--- config.mk ---
export PLATFORM = sky130hd
export DESIGN_NAME = sramc_ctrl
export DESIGN_NICKNAME = d
export VERILOG_FILES = /design/src/design/sramc_pkg.sv /design/src/design/sramc_sync.sv /design/src/design/sramc_ctrl.sv
export SDC_FILE = /design/constraint.sdc
export NUM_CORES = 1
export LEC_CHECK = 0
export BUFFER_PORTS_ARGS = -buffer_cell sky130_fd_sc_hd__buf_2
export CORE_MARGIN = 3
export CORE_UTILIZATION = 30
export DETAILED_ROUTE_END_ITERATION = 10
export PLACE_DENSITY = 0.56
export SLEW_MARGIN = 20
export SYNTH_ARGS = -nofsm -noshare
export SYNTH_HDL_FRONTEND = slang
export SYNTH_SLANG_ARGS = --single-unit
--- constraint.sdc ---
create_clock -name sys_clk -period 3.52 [get_ports sys_clk]
set_input_delay 0.352 -clock sys_clk [delete_from_list [all_inputs] [get_ports sys_clk]]
set_output_delay 0.352 -clock sys_clk [all_outputs]
set_load 0.01 [all_outputs]
--- src/design/sramc_pkg.sv ---
package sramc_pkg;

  // Clock
  localparam int CLK_PERIOD_NS = 100;

  // Device geometry
  localparam int ADDR_W = 18;
  localparam int DATA_W = 16;
  localparam int LANE_W = 8;
  localparam int WORD_COUNT = 262144;

  // Write timing, ns
  localparam int WRITE_PULSE_MIN_NS = 40;
  localparam int WRITE_CYCLE_MIN_NS = 55;
  localparam int ADDR_TO_WRITE_END_MIN_NS = 50;
  localparam int DATA_OVERLAP_MIN_NS = 25;
  localparam int ADDR_SETUP_MIN_NS = 0;
  localparam int POST_WRITE_DRIVE_MIN_NS = 5;
  localparam int WRITE_RELEASE_MAX_NS = 20;

  // Read timing, ns
  localparam int READ_CYCLE_MIN_NS = 55;
  localparam int ADDR_ACCESS_MAX_NS = 55;
  localparam int DRIVE_ENABLE_ACCESS_MAX_NS = 30;
  localparam int READ_HOLD_MIN_NS = 10;

  // Retention timing, ns
  localparam int DESELECT_TO_RETENTION_NS = 0;
  localparam int RETENTION_RECOVERY_NS = READ_CYCLE_MIN_NS;

  // Input synchroniser depth
  localparam int SYNC_STAGES = 2;

  // Least time in whole cycles, never below one
  function automatic int cyc_up(input int ns);
    int c;
    c = (ns + CLK_PERIOD_NS - 1) / CLK_PERIOD_NS;
    return (c < 1) ? 1 : c;
  endfunction

  function automatic int max2(input int a, input int b);
    return (a > b) ? a : b;
  endfunction

  // Derived cycle counts
  localparam int WE_LOW_CYC = max2(cyc_up(WRITE_PULSE_MIN_NS), cyc_up(DATA_OVERLAP_MIN_NS));
  localparam int READ_ACCESS_CYC =
    max2(cyc_up(ADDR_ACCESS_MAX_NS), cyc_up(DRIVE_ENABLE_ACCESS_MAX_NS));
  localparam int READ_WAIT_CYC = READ_ACCESS_CYC + SYNC_STAGES;
  localparam int RECOVERY_CYC = cyc_up(RETENTION_RECOVERY_NS);

  localparam int CNT_W = 4;

  // Controller states
  typedef enum logic [2:0] {
    ST_IDLE = 3'b000,
    ST_WSETUP = 3'b001,
    ST_WPULSE = 3'b010,
    ST_WEND = 3'b011,
    ST_READ = 3'b100,
    ST_RELEASE = 3'b101,
    ST_RETAIN = 3'b110,
    ST_RECOVER = 3'b111
  } sramc_state_t;

endpackage

--- src/design/sramc_sync.sv ---
`timescale 1ns/1ns
`default_nettype none

module sramc_sync #(
  parameter int WIDTH = 16
) (
  // Clock and reset
  input wire logic sys_clk,
  input wire logic rst,
  // Data
  input wire logic [WIDTH-1:0] asyncIn,
  output logic [WIDTH-1:0] syncOut
);

  logic [WIDTH-1:0] stage1_reg;
  logic [WIDTH-1:0] stage2_reg;

  always_ff @(posedge sys_clk or posedge rst)
  begin
    if (rst)
    begin
      stage1_reg <= '0;
      stage2_reg <= '0;
    end
    else
    begin
      stage1_reg <= asyncIn;
      stage2_reg <= stage1_reg;
    end
  end

  assign syncOut = stage2_reg;

endmodule

`default_nettype wire

--- src/design/sramc_ctrl.sv ---
`timescale 1ns/1ns
`default_nettype none

// Summary of operation
// RULE_01: Memory holds 262,144 sixteen-bit words, 18-bit address, shared 16-bit bus.
// RULE_02: Chip select high or both lanes high puts the memory in standby.
// RULE_03: Read with both lanes low returns all sixteen bits.
// RULE_04: Read with only low lane returns bits 0 to 7.
// RULE_05: Read with only high lane returns bits 8 to 15.
// RULE_06: Write with both lanes low stores all sixteen bits.
// RULE_07: Write with only low lane updates bits 0 to 7.
// RULE_08: Write with only high lane updates bits 8 to 15.
// RULE_09: Output enable high keeps the memory off the bus.
// RULE_10: Write is active only while select, write enable and a lane are low.
// RULE_11: Write starts at last falling strobe, ends at first rising strobe.
// RULE_12: Active write interval lasts at least 40 ns.
// RULE_13: Write cycle at least 55 ns; address and selects valid 50 ns before end.
// RULE_14: Write data valid 25 ns before write end; zero hold.
// RULE_15: Address valid no later than write start.
// RULE_16: Read data valid 55 ns after address, select or lane; cycle at least 55 ns.
// RULE_17: Read data valid 30 ns after output enable falls.
// RULE_18: Previous read data holds 10 ns after an address change.
// RULE_19: Memory releases bus within 20 ns of write enable falling.
// RULE_20: Memory turns its outputs off faster than on.
// RULE_21: Retention by chip select high lets other pins float.
// RULE_22: Retention by lanes keeps both lanes high and chip select low.
// RULE_23: Deselect by retention start; wait one read cycle before next access.
// RULE_24: Storage changes only during an active write.
module sramc_ctrl
  import sramc_pkg::*;
(
  // Clock and reset
  input wire logic sys_clk,
  input wire logic rst,
  // User request
  input wire logic reqValid,
  output logic reqReady,
  input wire logic reqWrite,
  input wire logic [ADDR_W-1:0] reqAddr,
  input wire logic [1:0] reqByteEn,
  input wire logic [DATA_W-1:0] reqWdata,
  // User response
  output logic rspValid,
  output logic [DATA_W-1:0] rspRdata,
  // Retention control
  input wire logic retainReq,
  input wire logic retainByLanes,
  output logic retainActive,
  // Memory pins
  output logic [ADDR_W-1:0] word_address,
  output logic chipSelectN,
  output logic writeEnableN,
  output logic outputEnableN,
  output logic low_lane_select_n,
  output logic high_lane_select_n,
  // Shared data bus, split three ways
  input wire logic [DATA_W-1:0] sharedDataIn,
  output logic [DATA_W-1:0] sharedDataOut,
  output logic sharedDataOe
);

  localparam logic [CNT_W-1:0] WE_LOW_CNT = CNT_W'(WE_LOW_CYC);
  localparam logic [CNT_W-1:0] READ_WAIT_CNT = CNT_W'(READ_WAIT_CYC);
  localparam logic [CNT_W-1:0] RECOVERY_CNT = CNT_W'(RECOVERY_CYC);
  localparam logic [CNT_W-1:0] CNT_ONE = CNT_W'(1);

  sramc_state_t state_reg, state_next;
  logic [CNT_W-1:0] cnt_reg, cnt_next;
  logic [ADDR_W-1:0] addr_reg, addr_next;
  logic [1:0] laneN_reg, laneN_next;
  logic [DATA_W-1:0] wdata_reg, wdata_next;
  logic [DATA_W-1:0] rdata_reg, rdata_next;
  logic rspValid_reg, rspValid_next;
  logic csN_reg, csN_next;
  logic weN_reg, weN_next;
  logic oeN_reg, oeN_next;
  logic drive_reg, drive_next;
  logic [DATA_W-1:0] syncData;
  logic [DATA_W-1:0] laneMask;

  // Bus input crosses into the clock domain
  sramc_sync #(
    .WIDTH(DATA_W)
  ) u_data_sync (
    .sys_clk(sys_clk),
    .rst(rst),
    .asyncIn(sharedDataIn),
    .syncOut(syncData)
  );

  // RULE_03: Mask unselected lanes
  assign laneMask = {{LANE_W{~laneN_reg[1]}}, {LANE_W{~laneN_reg[0]}}};

  always_comb
  begin
    state_next = state_reg;
    cnt_next = cnt_reg;
    addr_next = addr_reg;
    laneN_next = laneN_reg;
    wdata_next = wdata_reg;
    rdata_next = rdata_reg;
    rspValid_next = 1'b0;
    csN_next = csN_reg;
    weN_next = weN_reg;
    oeN_next = oeN_reg;
    drive_next = drive_reg;
    case (state_reg)
      ST_IDLE:
      begin
        // RULE_02: Idle is standby
        csN_next = 1'b1;
        weN_next = 1'b1;
        oeN_next = 1'b1;
        drive_next = 1'b0;
        laneN_next = 2'b11;
        if (retainReq)
        begin
          // RULE_23: Deselect at retention start
          state_next = ST_RETAIN;
          // RULE_22: Lane retention holds select low
          csN_next = ~retainByLanes;
        end
        else if (reqValid)
        begin
          // RULE_15: Address set before write start
          addr_next = reqAddr;
          laneN_next = ~reqByteEn;
          csN_next = 1'b0;
          if (reqWrite)
          begin
            // RULE_14: Data driven ahead of strobe
            wdata_next = reqWdata;
            drive_next = 1'b1;
            state_next = ST_WSETUP;
          end
          else
          begin
            // RULE_17: Output enable with address
            oeN_next = 1'b0;
            cnt_next = READ_WAIT_CNT;
            state_next = ST_READ;
          end
        end
      end
      ST_WSETUP:
      begin
        // RULE_11: Write enable falls last
        weN_next = 1'b0;
        cnt_next = WE_LOW_CNT;
        state_next = ST_WPULSE;
      end
      ST_WPULSE:
      begin
        // RULE_12: Hold pulse width
        if (cnt_reg == CNT_ONE)
        begin
          // RULE_11: Write enable rises first
          weN_next = 1'b1;
          state_next = ST_WEND;
        end
        else
        begin
          cnt_next = cnt_reg - CNT_ONE;
        end
      end
      ST_WEND:
      begin
        // RULE_13: Selects and address held past write end
        csN_next = 1'b1;
        laneN_next = 2'b11;
        drive_next = 1'b0;
        rspValid_next = 1'b1;
        state_next = ST_IDLE;
      end
      ST_READ:
      begin
        // RULE_16: Wait access time plus synchroniser
        if (cnt_reg == CNT_ONE)
        begin
          // RULE_04: Keep only selected lanes
          rdata_next = syncData & laneMask;
          rspValid_next = 1'b1;
          oeN_next = 1'b1;
          csN_next = 1'b1;
          laneN_next = 2'b11;
          state_next = ST_RELEASE;
        end
        else
        begin
          cnt_next = cnt_reg - CNT_ONE;
        end
      end
      ST_RELEASE:
      begin
        // RULE_20: Turnaround so memory leaves the bus
        state_next = ST_IDLE;
      end
      ST_RETAIN:
      begin
        // RULE_21: Other pins held inactive
        if (!retainReq)
        begin
          csN_next = 1'b1;
          laneN_next = 2'b11;
          cnt_next = RECOVERY_CNT;
          state_next = ST_RECOVER;
        end
      end
      ST_RECOVER:
      begin
        // RULE_23: Recovery wait before access
        if (cnt_reg == CNT_ONE)
        begin
          state_next = ST_IDLE;
        end
        else
        begin
          cnt_next = cnt_reg - CNT_ONE;
        end
      end
      default:
      begin
        state_next = ST_IDLE;
      end
    endcase
  end

  always_ff @(posedge sys_clk or posedge rst)
  begin
    if (rst)
    begin
      state_reg <= ST_IDLE;
      cnt_reg <= '0;
      addr_reg <= '0;
      laneN_reg <= 2'b11;
      wdata_reg <= '0;
      rdata_reg <= '0;
      rspValid_reg <= 1'b0;
      csN_reg <= 1'b1;
      weN_reg <= 1'b1;
      oeN_reg <= 1'b1;
      drive_reg <= 1'b0;
    end
    else
    begin
      state_reg <= state_next;
      cnt_reg <= cnt_next;
      addr_reg <= addr_next;
      laneN_reg <= laneN_next;
      wdata_reg <= wdata_next;
      rdata_reg <= rdata_next;
      rspValid_reg <= rspValid_next;
      csN_reg <= csN_next;
      weN_reg <= weN_next;
      oeN_reg <= oeN_next;
      drive_reg <= drive_next;
    end
  end

  assign reqReady = (state_reg == ST_IDLE) && !retainReq;
  assign rspValid = rspValid_reg;
  assign rspRdata = rdata_reg;
  assign retainActive = (state_reg == ST_RETAIN);
  assign word_address = addr_reg;
  assign chipSelectN = csN_reg;
  assign writeEnableN = weN_reg;
  assign outputEnableN = oeN_reg;
  assign low_lane_select_n = laneN_reg[0];
  assign high_lane_select_n = laneN_reg[1];
  assign sharedDataOut = wdata_reg;
  assign sharedDataOe = drive_reg;

endmodule

`default_nettype wire

==> key figures <==
Clock tree
  – Post_cts resized: 0
  – Clock Latency Late Sink: around 340 ps
  – CTS Buf Count: 9
  – CTS H-tree lvls: 3
  – CTS tree: yes
  – Post-cts hold buffer count: 0
  – CTS sink cnt: 96
  – Clk slew on worst S/H paths: roughly 60 ps
  – Max clock buf depth: 2
  – Clock tree root buffer cell: clkbuf_16
  – # Post-CTS Setup Buffers: 0

Layout
  – Layout filler cell count: approximately 1,100
  – Layout Nets: 452
  – Diode count: 0
  – Area of the multi-input gates: around 0.0011 mm²
  – Seq. cell area: 0.002409 mm²
  – Post-Layout Cell Count: 540
  – Share of layout cells above drive strength 1: a little under half
  – Max FFs per register: 18
  – Layout Area Growth over Synthesis: 28.20%

STA
  – Period minus WS final: ~2100 ps
  – Final hold vios: 0
  – Worst slew pin tran: between 800 and 900 ps
  – FMAX: 472.3 MHz
  – Final Max Tran Viols: 0
  – Final hold slack: 8.566 ps
  – Part of the cycle the worst path needs: between 60% and 70%
  – Setup violators final: 0
  – Clock Skew: 4.241 ps
  – Unrepaired setup endpoints after global routing: false
  – Slew margin rel.: a little over two fifths
  – Setup_tns: 0 ps

Yosys
  – Biggest area consumer among synthesized cells: dfrtp_1
  – Count of cell types in the netlist: between 40 and 50
  – Synthesized area: 0.003642 mm²
  – Async set-reset flop share out of synthesis: 100.0%
  – Synth cell count leaders: 91 x dfrtp_1, 38 x nand2_1, 27 x mux2_2
  – #FFs+latches synth: 96
  – Most numerous cell in the Yosys netlist: dfrtp_1
  – Main area contributors after synthesis: dfrtp_1 63%, mux2_2 8.3%, nand2_1 3.9%
  – Post-synth EDFFs: 0
  – Mean Syn Cell Area: about 13 µm²
  – Yosys warns: 0
  – Seq/Total Area, Yosys: 66.13%
  – Post-synth top flop: dfrtp_1
  – Cells after Synth: about 280
  – Synthesized Nets: approximately 340
  – Post-synth top area share: roughly 63%

Status
  – Status: finished clean

Min path
  – Hold crit path type: in2async

Setup path
  – CP max FO: 27
  – CP startpoint kind: flop
  – CP endpoint kind: output pin
  – Worst r2r src: state_reg[2]
  – Crit Path Class: reg2out
  – Worst R2R End: cnt_reg[2]
  – R2R depth: 4
  – R2r setup slk: 1450 ps
  – WP data arrival: ~1800 ps
  – CP required: ~3200 ps

Drt
  – # DRC: 0
  – M1 wire length: roughly 3.4 mm
  – Met3 wire length: 542 µm
  – Max Used Layer: met4
  – Antenna Violating Nets Remaining: 0
  – Via count: between 2,000 and 2,500
  – DR WL met2: ~3.5 mm
  – First DRT Iteration DRCs: 96
  – Per-cell routed wire length: 14.09 µm
  – Final wirelength: 7.607 mm
  – Via density: between 4 and 5
  – DR pass1 iterations: 4

GRT
  – Initial antenna violation count: 0
  – Gr ovfl total: 0
  – First-pass GRT wire length: between 10 and 15 mm
  – Vias in the first global route: 2,579
  – Largest net degree at the start of global routing: 35
  – GRT Util Overall: between 10% and 20%

Placed design
  – IO buf count: ~120
  – HPWL after DPL: 5.461 mm
  – RD Place Congestion: between 0.8 and 0.9
  – Placed Cells: between 500 and 600

Power and ir drop
  – Peak supply drop: slightly below 500 µV
  – Power per cell area: approximately 800 mW/mm²
  – Leak: between 2 and 2.5 nW

Flow run
  – Max Cap Viol: 0

Floorplanning
  – Core footprint: between 0.01 and 0.015 mm²
  – FP Rows: 39
  – Chip Width: ~120 µm
  – # IOs: ~120
  – Starting density of the core: a little under a third
  – Die Span Y: 116.2 µm
  – Die area: 0.01350 mm²
## critical path: stages, from the launching register on
cell,delay [ps]
dfrtp_1,680
nor4_4,530
buf_2,220
## per-stage QoR
step                      total power, mW  worst slack (ps)  utilization, %  instance area [µm²]
after floorplan                     2.406             670.9               -                 3642
after global placement              2.799              1549           37.29                 4349
after detailed placement            2.835              1476           37.29                 4349
after CTS                           3.912              1381           40.04                 4669
after global routing                4.114              1275           40.04                 4669
final                               3.840              1403           40.04                 4669
## power by group
part           switching, mW  total (mW)  leakage, nW  internal, mW
Sequential             0.252        1.66         1.19          1.41
Clock                  0.413        1.04        0.157         0.628
Combinational          0.569        1.13        0.988         0.566
## layer usage
metal	track usage, %	vias to the layer above
li1	-	1173
met1	15.15	1152
met2	18.53	78
met3	5.233	10
met4	4.331	0
met5	0	-
## cell usage in the layout (no fill, tap or decap), types with 3 or more instances in the layout
master | synthesis | layout
buf_2 | 2 | 116
dfrtp_1 | 91 | 91
nand2_1 | 38 | 38
mux2_2 | 27 | 27
o21ai_0 | 20 | 20
a21oi_1 | 11 | 11
mux2_4 | 9 | 9
clkbuf_16 | 0 | 9
nor2_1 | 8 | 8
inv_1 | 7 | 6
dfstp_2 | 5 | 5
a31oi_1 | 3 | 3
nand3_1 | 3 | 3
nand2b_1 | 3 | 3
nor4_1 | 3 | 3
buf_4 | 0 | 3
## final cells by class
cell class              instances  share of cell area, %
well taps                     143                  3.832
flip-flops and latches         96                  51.58
inverters                       9                 0.7771
multi-input cells             157                  24.04
repair buffers                119                  12.92
clock inverters                 6                  1.956
clock buffers                  10                  4.904
## kinds of logic (layout without fill, tap and decap cells)
family | count (synthesis) | in the layout | synth area share [%]
flops | 96 | 96 | 66.13
simple gates | 67 | 67 | 9.275
compound gates | 51 | 51 | 8.554
mux | 36 | 36 | 12.06
buf+inv | 23 | 144 | 3.057
fa+ha+maj | 2 | 2 | 0.6869
xor+xnor | 1 | 1 | 0.2405
## how the worst max path moves through the flow
| stage | cells after the start | endpoint | startpoint | slack [ps] |
|---|---|---|---|---|
| 4_1_cts | 2 | reqReady | state_reg[1] | 1380 |
| 5_1_grt | 2 | reqReady | state_reg[1] | 1270 |
| 3_3_place_gp | 4 | cnt_reg[2] | state_reg[2] | 1550 |
| 6_report | 2 | reqReady | state_reg[1] | 1400 |
| 2_1_floorplan | 1 | cnt_reg[0] | rst | 670 |
| 3_5_place_dp | 4 | cnt_reg[2] | state_reg[2] | 1480 |
Note: power is estimated with default switching activity, not from simulation.
